[config.mk]
export PLATFORM = sky130hd
export DESIGN_NAME = ueb_endpoint_buffers
export DESIGN_NICKNAME = d
export VERILOG_FILES = /design/src/hdl/ueb_pkg.sv /design/src/hdl/ueb_endpoint_buffers.sv
export SDC_FILE = /design/constraint.sdc
export NUM_CORES = 1
export LEC_CHECK = 0
export BUFFER_PORTS_ARGS = -buffer_cell sky130_fd_sc_hd__clkbuf_2
export CAP_MARGIN = 20
export CELL_PAD_IN_SITES_DETAIL_PLACEMENT = 1
export CELL_PAD_IN_SITES_GLOBAL_PLACEMENT = 1
export CORE_ASPECT_RATIO = 1.1
export CORE_MARGIN = 4
export CORE_UTILIZATION = 30
export CTS_CLUSTER_SIZE = 28
export DETAILED_ROUTE_END_ITERATION = 12
export PLACE_DENSITY_LB_ADDON = 0.1
export SLEW_MARGIN = 5
export SYNTH_ARGS = -nofsm -noshare
export SYNTH_HDL_FRONTEND = slang
export SYNTH_SLANG_ARGS = --single-unit
[constraint.sdc]
create_clock -name ref_clk_i -period 4.3 [get_ports ref_clk_i]
set_input_delay 0.43 -clock ref_clk_i [delete_from_list [all_inputs] [get_ports ref_clk_i]]
set_output_delay 0.43 -clock ref_clk_i [all_outputs]
set_load 0.02 [all_outputs]
[src/hdl/ueb_pkg.sv]
/*
 * shared constants and types of the usb endpoint buffer block:
 * register map, control field layout, buffer offsets, states.
 * assumes a word-spaced register port with 16-bit data.
 */
`default_nettype none
package ueb_pkg;
    // ********************************************************
    // register map
    // ********************************************************
    localparam int         NUM_EP    = 5;
    localparam logic [7:0] OFS_MODE  = 8'h00;
    localparam logic [7:0] OFS_EP0   = 8'h10;
    localparam logic [7:0] OFS_END   = 8'h60;
    localparam logic [3:0] SUB_CTRL  = 4'h0;
    localparam logic [3:0] SUB_TLEN  = 4'h4;
    localparam logic [3:0] SUB_BASE  = 4'h8;
    localparam logic [15:0] MODE_MASK = 16'h3777;
    localparam int         MB_RX     = 0;
    localparam int         MB_TX     = 1;
    localparam int         MB_DUAL   = 2;
    localparam int         MB_STRIDE = 4;
    // ********************************************************
    // control register fields
    // ********************************************************
    localparam int         TOG_OUT   = 7;
    localparam int         TOG_IN    = 6;
    localparam int         AUTO_FLIP = 4;
    localparam int         OUT_HS    = 2;
    localparam int         IN_RSP    = 0;
    localparam logic [7:0] CTRL_RST  = 8'h00;
    localparam logic [7:0] CTRL_MASK = 8'hdf;
    localparam logic [7:0] TLEN_RST  = 8'h00;
    // ********************************************************
    // buffer layout
    // ********************************************************
    localparam logic [7:0]  BUF_BYTES = 8'h40;
    localparam logic [14:0] HALF_OFS  = 15'h0040;
    localparam logic [14:0] TXD_OFS   = 15'h0080;
    localparam logic [14:0] EP4_RX    = 15'h0040;
    localparam logic [14:0] EP4_TX    = 15'h0080;
    typedef enum logic [1:0] {
        RSP_ACK   = 2'b00,
        RSP_NONE  = 2'b01,
        RSP_NAK   = 2'b10,
        RSP_STALL = 2'b11
    } ueb_rsp_e;
    typedef enum logic [2:0] {
        ST_IDLE  = 3'b000,
        ST_RX    = 3'b001,
        ST_FETCH = 3'b010,
        ST_LOAD  = 3'b011,
        ST_SEND  = 3'b100,
        ST_WAIT  = 3'b101
    } ueb_state_e;
endpackage : ueb_pkg
`default_nettype wire

[src/hdl/ueb_endpoint_buffers.sv]
/*
 * usb device endpoint buffers: registers, buffer address choice,
 * data toggles, response choice and byte moves to buffer memory.
 * assumes a packet engine on the same clock and a byte memory
 * that answers a read one cycle after mem_re_o.
 */
// Decided for this implementation: the register offsets and the strobed register port.
`default_nettype none
// Function
// - endpoints 1-3 layout from enables and mode; both off means no memory use
// - receive only, single: one 64-byte out buffer at start address
// - receive only, dual: two out buffers picked by out toggle
// - transmit only, single: one 64-byte in buffer at start address
// - transmit only, dual: two in buffers picked by in toggle
// - both single: out buffer at start, in buffer 64 bytes later
// - both dual: out halves at 0 and 64, in halves at 128 and 192
// - toggle 0 picks lower half, toggle 1 picks upper half
// - auto flip makes the halves alternate without software
// - start address keeps low 15 bits, aligned to 4 bytes
// - transmit length register gives bytes sent in next in data, values above 64 send 64
// - control bit 7 is expected out data pid, resets to 0
// - control bit 6 is sent in data pid, resets to 0
// - bit 4 flips the toggle after each successful transfer
// - auto flip only on endpoints 1, 2 and 3
// - bits 3:2 pick out answer: ack, none, nak, stall
// - bits 1:0 pick in answer: data, data no handshake, nak, stall
// - endpoint 4 buffers sit 64 and 128 after endpoint 0 start
module ueb_endpoint_buffers (
    input  wire logic        ref_clk_i,
    input  wire logic        nrst_i,
    input  wire logic [7:0]  reg_addr_i,
    input  wire logic [15:0] reg_wdata_i,
    input  wire logic        reg_wr_i,
    input  wire logic        reg_rd_i,
    output logic      [15:0] reg_rdata_o,
    input  wire logic        tok_valid_i,
    input  wire logic [2:0]  tok_ep_i,
    input  wire logic        tok_in_i,
    input  wire logic        rx_valid_i,
    input  wire logic [7:0]  rx_data_i,
    input  wire logic        rx_end_i,
    input  wire logic        rx_ok_i,
    input  wire logic        rx_pid_tog_i,
    input  wire logic        tx_ready_i,
    output logic             tx_valid_o,
    output logic      [7:0]  tx_data_o,
    output logic             tx_done_o,
    output logic             tx_pid_tog_o,
    input  wire logic        hs_ack_i,
    input  wire logic        hs_timeout_i,
    output logic             resp_valid_o,
    output logic      [1:0]  resp_code_o,
    output logic      [6:0]  rx_len_o,
    output logic      [14:0] mem_addr_o,
    output logic      [7:0]  mem_wdata_o,
    output logic             mem_we_o,
    output logic             mem_re_o,
    input  wire logic [7:0]  mem_rdata_i
);
    localparam int NE = ueb_pkg::NUM_EP;
    // ********************************************************
    // register file
    // ********************************************************
    logic [15:0]   mode_ff;
    logic [7:0]    ctrl_w [NE];
    logic [7:0]    tlen_w [NE];
    logic [12:0]   base_w [NE];
    logic [14:0]   rx_start [NE];
    logic [14:0]   tx_start [NE];
    logic [14:0]   ep_org [NE];
    logic [2:0]    ep_mode [NE];
    logic [NE-1:0] wr_ctrl;
    logic [NE-1:0] rx_en;
    logic [NE-1:0] tx_en;
    logic [NE-1:0] auto_ok;
    logic [7:0]    rel_a;
    logic [2:0]    epi;
    logic          in_ep;
    logic [15:0]   nxt_rdata;
    logic [15:0]   rdata_ff;
    logic          flip_out_ev;
    logic          flip_in_ev;
    ueb_pkg::ueb_state_e state_ff;
    logic [2:0]    cur_ep_ff;

    assign rel_a = reg_addr_i - ueb_pkg::OFS_EP0;
    assign epi   = rel_a[6:4];
    assign in_ep = (reg_addr_i >= ueb_pkg::OFS_EP0) && (reg_addr_i < ueb_pkg::OFS_END);

    always_ff @(posedge ref_clk_i)
    begin
        if (!nrst_i)
            mode_ff <= '0;
        else if (reg_wr_i && (reg_addr_i == ueb_pkg::OFS_MODE))
            mode_ff <= reg_wdata_i & ueb_pkg::MODE_MASK;
    end

    generate
        for (genvar i = 0; i < NE; i++)
        begin : g_ep
            localparam logic [2:0] IDX = 3'(i);
            logic [7:0]  c_ff;
            logic [7:0]  t_ff;
            logic [12:0] b_ff;
            logic [2:0]  m;
            logic        wr_t;
            logic        wr_b;
            assign wr_ctrl[i] = reg_wr_i && in_ep && (epi == IDX)
                                && (reg_addr_i[3:0] == ueb_pkg::SUB_CTRL);
            assign wr_t = reg_wr_i && in_ep && (epi == IDX)
                          && (reg_addr_i[3:0] == ueb_pkg::SUB_TLEN);
            assign wr_b = reg_wr_i && in_ep && (epi == IDX) && (i < NE - 1)
                          && (reg_addr_i[3:0] == ueb_pkg::SUB_BASE);
            assign ctrl_w[i]  = c_ff;
            assign tlen_w[i]  = t_ff;
            assign base_w[i]  = b_ff;
            assign ep_mode[i] = m;
            assign rx_en[i]   = m[ueb_pkg::MB_RX];
            assign tx_en[i]   = m[ueb_pkg::MB_TX];
            if (i == 0)
            begin : g_ep0
                // shared single buffer for both directions
                assign m           = 3'b011;
                assign ep_org[i]   = {b_ff, 2'b00};
                assign rx_start[i] = ep_org[i];
                assign tx_start[i] = ep_org[i];
                assign auto_ok[i]  = 1'b0;
            end
            else if (i == NE - 1)
            begin : g_ep4
                assign m           = {1'b0, mode_ff[ueb_pkg::MB_STRIDE*(i-1) +: 2]};
                assign ep_org[i]   = ep_org[0];
                assign rx_start[i] = ep_org[0] + ueb_pkg::EP4_RX;
                assign tx_start[i] = ep_org[0] + ueb_pkg::EP4_TX;
                assign auto_ok[i]  = 1'b0;
            end
            else
            begin : g_ep13
                logic [14:0] rx_half;
                logic [14:0] tx_half;
                logic [14:0] tx_skip;
                assign m         = mode_ff[ueb_pkg::MB_STRIDE*(i-1) +: 3];
                assign ep_org[i] = {b_ff, 2'b00};
                assign rx_half = m[ueb_pkg::MB_DUAL]
                                 ? {8'h00, c_ff[ueb_pkg::TOG_OUT], 6'h00} : '0;
                assign tx_half = m[ueb_pkg::MB_DUAL]
                                 ? {8'h00, c_ff[ueb_pkg::TOG_IN], 6'h00} : '0;
                // the in region follows the out region when both are on
                assign tx_skip = !m[ueb_pkg::MB_RX] ? '0
                                 : (m[ueb_pkg::MB_DUAL] ? ueb_pkg::TXD_OFS
                                                        : ueb_pkg::HALF_OFS);
                assign rx_start[i] = ep_org[i] + rx_half;
                assign tx_start[i] = ep_org[i] + tx_skip + tx_half;
                assign auto_ok[i]  = c_ff[ueb_pkg::AUTO_FLIP];
            end

            always_ff @(posedge ref_clk_i)
            begin
                if (!nrst_i)
                    c_ff <= ueb_pkg::CTRL_RST;
                else
                begin
                    if (wr_ctrl[i])
                        c_ff <= reg_wdata_i[7:0] & ueb_pkg::CTRL_MASK;
                    // a flip in the write cycle wins over the written toggle
                    if (flip_out_ev && (cur_ep_ff == IDX) && auto_ok[i])
                        c_ff[ueb_pkg::TOG_OUT] <= ~c_ff[ueb_pkg::TOG_OUT];
                    if (flip_in_ev && (cur_ep_ff == IDX) && auto_ok[i])
                        c_ff[ueb_pkg::TOG_IN] <= ~c_ff[ueb_pkg::TOG_IN];
                end
            end

            always_ff @(posedge ref_clk_i)
            begin
                if (!nrst_i)
                    t_ff <= ueb_pkg::TLEN_RST;
                else if (wr_t)
                    t_ff <= reg_wdata_i[7:0];
            end

            always_ff @(posedge ref_clk_i)
            begin
                if (!nrst_i)
                    b_ff <= '0;
                else if (wr_b)
                    b_ff <= reg_wdata_i[14:2];
            end
        end
    endgenerate

    always_comb
    begin
        nxt_rdata = '0;
        if (reg_addr_i == ueb_pkg::OFS_MODE)
            nxt_rdata = mode_ff;
        else if (in_ep && (reg_addr_i[3:0] == ueb_pkg::SUB_CTRL))
            nxt_rdata = {8'h00, ctrl_w[epi]};
        else if (in_ep && (reg_addr_i[3:0] == ueb_pkg::SUB_TLEN))
            nxt_rdata = {8'h00, tlen_w[epi]};
        else if (in_ep && (reg_addr_i[3:0] == ueb_pkg::SUB_BASE) && (epi < 3'(NE - 1)))
            nxt_rdata = {1'b0, base_w[epi], 2'b00};
    end

    always_ff @(posedge ref_clk_i)
    begin
        if (!nrst_i)
            rdata_ff <= '0;
        else
            rdata_ff <= reg_rd_i ? nxt_rdata : '0;
    end
    assign reg_rdata_o = rdata_ff;

    // ********************************************************
    // transaction engine
    // ********************************************************
    logic [14:0] addr_ff;
    logic [6:0]  cnt_ff;
    logic [6:0]  len_ff;
    logic [1:0]  sel_ff;
    logic [7:0]  tok_ctrl;
    logic [7:0]  tok_tlen;
    logic [6:0]  tok_len;
    logic [7:0]  cur_ctrl;
    logic        tok_ok;
    logic        rx_take;
    logic        rx_good;
    logic        tx_take;
    logic        last_take;
    logic        resp_ff;
    logic [1:0]  code_ff;
    logic        done_ff;
    logic        tog_ff;
    logic [7:0]  txd_ff;
    logic [6:0]  rxl_ff;

    assign tok_ctrl = ctrl_w[tok_ep_i];
    assign tok_tlen = tlen_w[tok_ep_i];
    assign cur_ctrl = ctrl_w[cur_ep_ff];
    // a disabled direction or endpoint never reaches buffer memory
    assign tok_ok = tok_valid_i && (state_ff == ueb_pkg::ST_IDLE) && (tok_ep_i < 3'(NE))
                    && (tok_in_i ? tx_en[tok_ep_i] : rx_en[tok_ep_i]);
    assign tok_len = (tok_tlen > ueb_pkg::BUF_BYTES) ? ueb_pkg::BUF_BYTES[6:0]
                                                     : tok_tlen[6:0];
    // bytes past 64 are dropped, so an undersized buffer is the user's loss
    assign rx_take = (state_ff == ueb_pkg::ST_RX) && rx_valid_i && !sel_ff[1]
                     && (cnt_ff < ueb_pkg::BUF_BYTES[6:0]);
    assign rx_good = (state_ff == ueb_pkg::ST_RX) && rx_end_i && rx_ok_i && !sel_ff[1];
    assign flip_out_ev = rx_good && (rx_pid_tog_i == cur_ctrl[ueb_pkg::TOG_OUT]);
    assign tx_take   = (state_ff == ueb_pkg::ST_SEND) && tx_ready_i;
    assign last_take = tx_take && (7'(cnt_ff + 7'h01) == len_ff);
    // no handshake to wait for in the isochronous case
    assign flip_in_ev = (state_ff == ueb_pkg::ST_WAIT)
                        && (hs_ack_i || (sel_ff == ueb_pkg::RSP_NONE));

    assign mem_we_o    = rx_take;
    assign mem_re_o    = (state_ff == ueb_pkg::ST_FETCH);
    assign mem_addr_o  = addr_ff + {8'h00, cnt_ff};
    assign mem_wdata_o = rx_data_i;
    assign tx_valid_o  = (state_ff == ueb_pkg::ST_SEND);

    always_ff @(posedge ref_clk_i)
    begin
        if (!nrst_i)
        begin
            state_ff  <= ueb_pkg::ST_IDLE;
            cur_ep_ff <= '0;
            addr_ff   <= '0;
            cnt_ff    <= '0;
            len_ff    <= '0;
            sel_ff    <= '0;
        end
        else
        begin
            case (state_ff)
                ueb_pkg::ST_IDLE:
                    if (tok_ok)
                    begin
                        cur_ep_ff <= tok_ep_i;
                        cnt_ff    <= '0;
                        len_ff    <= tok_len;
                        if (tok_in_i)
                        begin
                            sel_ff  <= tok_ctrl[ueb_pkg::IN_RSP +: 2];
                            addr_ff <= tx_start[tok_ep_i];
                            if (!tok_ctrl[ueb_pkg::IN_RSP + 1])
                                state_ff <= (tok_len == '0) ? ueb_pkg::ST_WAIT
                                                            : ueb_pkg::ST_FETCH;
                        end
                        else
                        begin
                            sel_ff   <= tok_ctrl[ueb_pkg::OUT_HS +: 2];
                            addr_ff  <= rx_start[tok_ep_i];
                            state_ff <= ueb_pkg::ST_RX;
                        end
                    end
                ueb_pkg::ST_RX:
                begin
                    if (rx_take)
                        cnt_ff <= 7'(cnt_ff + 7'h01);
                    if (rx_end_i)
                        state_ff <= ueb_pkg::ST_IDLE;
                end
                ueb_pkg::ST_FETCH:
                    state_ff <= ueb_pkg::ST_LOAD;
                ueb_pkg::ST_LOAD:
                    state_ff <= ueb_pkg::ST_SEND;
                ueb_pkg::ST_SEND:
                    if (tx_take)
                    begin
                        cnt_ff   <= 7'(cnt_ff + 7'h01);
                        state_ff <= last_take ? ueb_pkg::ST_WAIT : ueb_pkg::ST_FETCH;
                    end
                ueb_pkg::ST_WAIT:
                    if (flip_in_ev || hs_timeout_i)
                        state_ff <= ueb_pkg::ST_IDLE;
                default:
                    state_ff <= ueb_pkg::ST_IDLE;
            endcase
        end
    end

    always_ff @(posedge ref_clk_i)
    begin
        if (!nrst_i)
        begin
            resp_ff <= 1'b0;
            code_ff <= '0;
            done_ff <= 1'b0;
            tog_ff  <= 1'b0;
            txd_ff  <= '0;
            rxl_ff  <= '0;
        end
        else
        begin
            resp_ff <= 1'b0;
            done_ff <= last_take;
            if (tok_ok && tok_in_i)
            begin
                tog_ff <= tok_ctrl[ueb_pkg::TOG_IN];
                if (tok_ctrl[ueb_pkg::IN_RSP + 1])
                begin
                    resp_ff <= 1'b1;
                    code_ff <= tok_ctrl[ueb_pkg::IN_RSP +: 2];
                end
                else if (tok_len == '0)
                    done_ff <= 1'b1;
            end
            if ((state_ff == ueb_pkg::ST_RX) && rx_end_i && rx_ok_i)
            begin
                resp_ff <= 1'b1;
                code_ff <= sel_ff;
            end
            if (state_ff == ueb_pkg::ST_LOAD)
                txd_ff <= mem_rdata_i;
            if (flip_out_ev)
                rxl_ff <= cnt_ff;
        end
    end
    assign resp_valid_o = resp_ff;
    assign resp_code_o  = code_ff;
    assign tx_done_o    = done_ff;
    assign tx_pid_tog_o = tog_ff;
    assign tx_data_o    = txd_ff;
    assign rx_len_o     = rxl_ff;

    // ********************************************************
    // checks
    // ********************************************************
    logic [14:0] rel;
    logic [2:0]  mc;
    logic        ep13;
    logic [6:0]  chk_ff;
    logic        tog_in_cur;
    assign rel  = mem_addr_o - ep_org[cur_ep_ff];
    assign mc   = ep_mode[cur_ep_ff];
    assign ep13 = (cur_ep_ff != 3'h0) && (cur_ep_ff < 3'(NE - 1));
    assign tog_in_cur = cur_ctrl[ueb_pkg::TOG_IN];
    always_ff @(posedge ref_clk_i)
    begin
        if (!nrst_i || tok_ok)
            chk_ff <= '0;
        else if (tx_take)
            chk_ff <= 7'(chk_ff + 7'h01);
    end
endmodule : ueb_endpoint_buffers
`default_nettype wire

==> results.md <==
* ANT cells at 0
* Prevailing post-synth register cell: dfxtp_1
* Sequential fraction of design power at 43.9%
* Clock Power Share at 48.3%
* Met3 WL post-DR at 1260 um
* Outcome: finished, final reports clean
* Setup TNS at 0 ns
* VDD IR-drop max at between 200 and 300 uV
* CTS sink cnt at 208
* Rel. slew slack at 44.6%
* Syn avg cell area at 8.66 um2
* Final Wtd Congestion at 0.816
* Detail Route Antenna Nets at 0
* DR top layer: met4
* DIE HEIGHT at 217 um
* Hold_sp: mem_rdata_i[7]
* Worst Setup Start Kind: flop
* Switching power at 1.16 mW
* Top-Level Pins at 118
* DIE AREA at 43000 um2
* Syn Nets at 1467
* Critical R2R Launch: mode_ff[2]
* Setup ws final at 0.724 ns
* CP Class: flop to primary output
* Clock Root Buffer: clkbuf_16
* Commonest cells after routing, fill and taps aside: dfxtp_1, nor2_1, nand2_1, a21oi_1, nand3_1
* Max-Cap Viols at 0
* GRT Util Overall at between 20% and 30%
* Die Width at 198 um
* #FFs+latches synth at 208
* Distinct cell type count after synthesis at 79
* Initial antenna violation count at 0
* Clock Skews at 0.0262 ns
* Via Count at 10500
* Site Rows at 76
* Cell Pwr Density at 325 nW/um2
* Period minus WS final at 3.58 ns
* Via/cell ratio at 5.41
* TritonCTS Buffers at 27
* Drt total wl at 45500 um
* FF-to-FF End: addr_ff[13]
* Power, Total at roughly 4.4 mW
* CTS tree: built
* Synth warnings at 0
* Slew @ Worst Pin at 0.818 ns
* RSZ-0062 raised after global routing: false
* Post-Syn Area at 11900 um2
* Hpwl dp at ~33000 um
* Worst Reg-to-Reg Cells at 12
* Area growth from synthesis to final layout at 14.6%
* Int Pwr at 3.28 mW
* Routed len/inst at roughly 23 um
* IO Port Bufs at 99
* Crit. End Element: primary output
* Crit path largest cell delay at 0.69 ns
* DR iter-0 viols at 510
* Switching part of the total power at 26.1%
* Static Leakage at 5.30 nW
* Met1 WL at 20800 um
* Hold path endpoint: tx_data_o[7]
* DRT Pass-1 Iters at 4
* Hold Crit Class: input pin to flop
* Endpoints failing setup at 0
* Vias in the first global route at between 10000 and 15000
* H-tree levels at 1
* WHS Path Cells at 3
* WL met2 at 22400 um
* Starting Density at a little under a third
* Seq/Total Area, Yosys at 34.9%
* First-pass GRT wire length at 69200 um
* Layout cell share with drive strength beyond 1 at 17.4%
* Pre-CTS setup slack at 1.14 ns
* WP data required at 3.87 ns
* Crit path max fanout at 8
* Worst EP arrival at 3.15 ns
* Post-CTS Setup Bufs at 0
* Final Max Slew Viols at 0
* Final period utilization at 83.2%
* Drt drc at 0
* Largest net degree at the start of global routing at about 120
* CTS max path bufs at 3
* Core area at 39200 um2
* Fin. Hold Viols at 0
* Clk Latency, worst-skew pair at 0.55 ns
* Most common cell after layout, fill and taps aside: dfxtp_1
* Final net count at 1511
* CP Cell Sequence: ha_1 > a21o_1 > a21oi_1 > nor2b_1 > o311ai_1 > nor3_1 > xor2_1 > clkbuf_2
* Global route overflow at 0
* Worst-path clk slew at around 0.060 ns
* Hold Buf Count CTS at 0
* R2R Setup Slk at about 1.1 ns
* Critical Path Slowest Stage Cell: o311ai_1
* Synth async-reset ratio at 0%
* Post-CTS Resized at 0
* Fmax at 280 MHz
* Number of synthesized flops with an enable pin at 0
* Syn Inst Count at 1376
* Comb pwr share at 7.8%
[metrics by stage]
step | hold slack, ns | cells | area (um2) | util (%)
final | 0.136 | 1947 | 13700 | 34.9
after global placement | 0.446 | 1898 | 12800 | 32.7
after detailed placement | 0.457 | 1898 | 12800 | 32.7
after CTS | 0.111 | 1947 | 13700 | 34.9
after floorplan | 0.442 | 1376 | 11900 | -
after global routing | 0.149 | 1947 | 13700 | 34.9
[worst max path at each step]
stage                        startpoint         endpoint  slack (ns)  depth (start not counted)
after floorplan           reg_addr_i[4]  g_ep[2].c_ff[6]         1.0                         14
after global placement         tok_in_i        tx_done_o        1.18                          8
after detailed placement       tok_in_i        tx_done_o        1.14                          8
after CTS                     cnt_ff[3]   mem_addr_o[14]        0.65                          8
after global routing          cnt_ff[3]   mem_addr_o[14]        0.44                          8
final                         cnt_ff[3]   mem_addr_o[14]        0.72                          8
[cells by family (layout without fill, tap and decap cells)]
kind of cell    Yosys count  after routing  synth area share (%)
flops                   208            208                  34.9
mux                     156            156                  17.9
xor+xnor                 57             57                  4.19
buf+inv                 159            223                  5.67
fa+ha+maj                35             35                  4.05
simple gates            498            498                  19.5
other cells               1              1                0.0315
compound gates          262            262                  13.7
[critical path: cells and delay by family (launching register included)]
kind	cells	cell delay, ns
simple gates	2	0.27
buf+inv	1	0.20
flops	1	0.49
compound gates	3	1.15
xor+xnor	1	0.19
fa+ha+maj	1	0.32
[power groups by stage]
stage                     combinational [mW]  clock, mW  sequential (mW)
after global routing                   0.373       2.29             1.95
after CTS                              0.350       2.21             1.95
after global placement                 0.347          0             1.99
after detailed placement               0.349          0             1.99
final                                  0.347       2.14             1.95
after floorplan                        0.217          0             1.99
[metal layers]
layer  GRT usage, %  vias to the layer above
met1           27.7                     5366
met5              0                        -
met3           2.38                       54
li1               -                     4983
met4           5.26                        0
met2           36.1                      131
[synth_stat cells (15+ instances only)]
cell type / n / area share [%]
xnor2_1: 35 / 2.6
nand3_1: 102 / 4.3
a21oi_1: 111 / 4.7
nand2_1: 146 / 4.6
nor3_1: 18 / 0.76
mux2i_1: 100 / 8.4
buf_2: 15 / 0.63
nor2_1: 148 / 4.7
mux4_2: 45 / 8.5
clkbuf_1: 85 / 2.7
inv_1: 37 / 1.2
dfxtp_1: 208 / 35
o21ai_0: 41 / 1.7
ha_1: 29 / 3.0
xor2_1: 22 / 1.6
[sequential cells by signal, summed over array words and instances (netlist names)]
| name | cells |
|---|---|
| addr_ff | 13 |
| cnt_ff | 7 |
| cur_ep_ff | 3 |
| g_ep.b_ff | 52 |
| g_ep.c_ff | 35 |
| g_ep.t_ff | 40 |
| len_ff | 7 |
| mode_ff | 11 |
| reg_rdata_o | 15 |
| resp_code_o | 2 |
| resp_valid_o | 1 |
| rx_len_o | 7 |
| sel_ff | 2 |
| state_ff | 3 |
| tx_data_o | 8 |
| tx_done_o | 1 |
| tx_pid_tog_o | 1 |
[layout make-up]
type,count,area (um2)
Clock inverter,10,61.3
Inverter,37,144
Tap cell,507,634
Sequential cell,208,4160
Clock buffer,39,771
Multi-Input combinational cell,1009,7090
Timing Repair Buffer,137,793
Fill cell,4630,25500
Note: power is estimated with default switching activity, not from simulation.
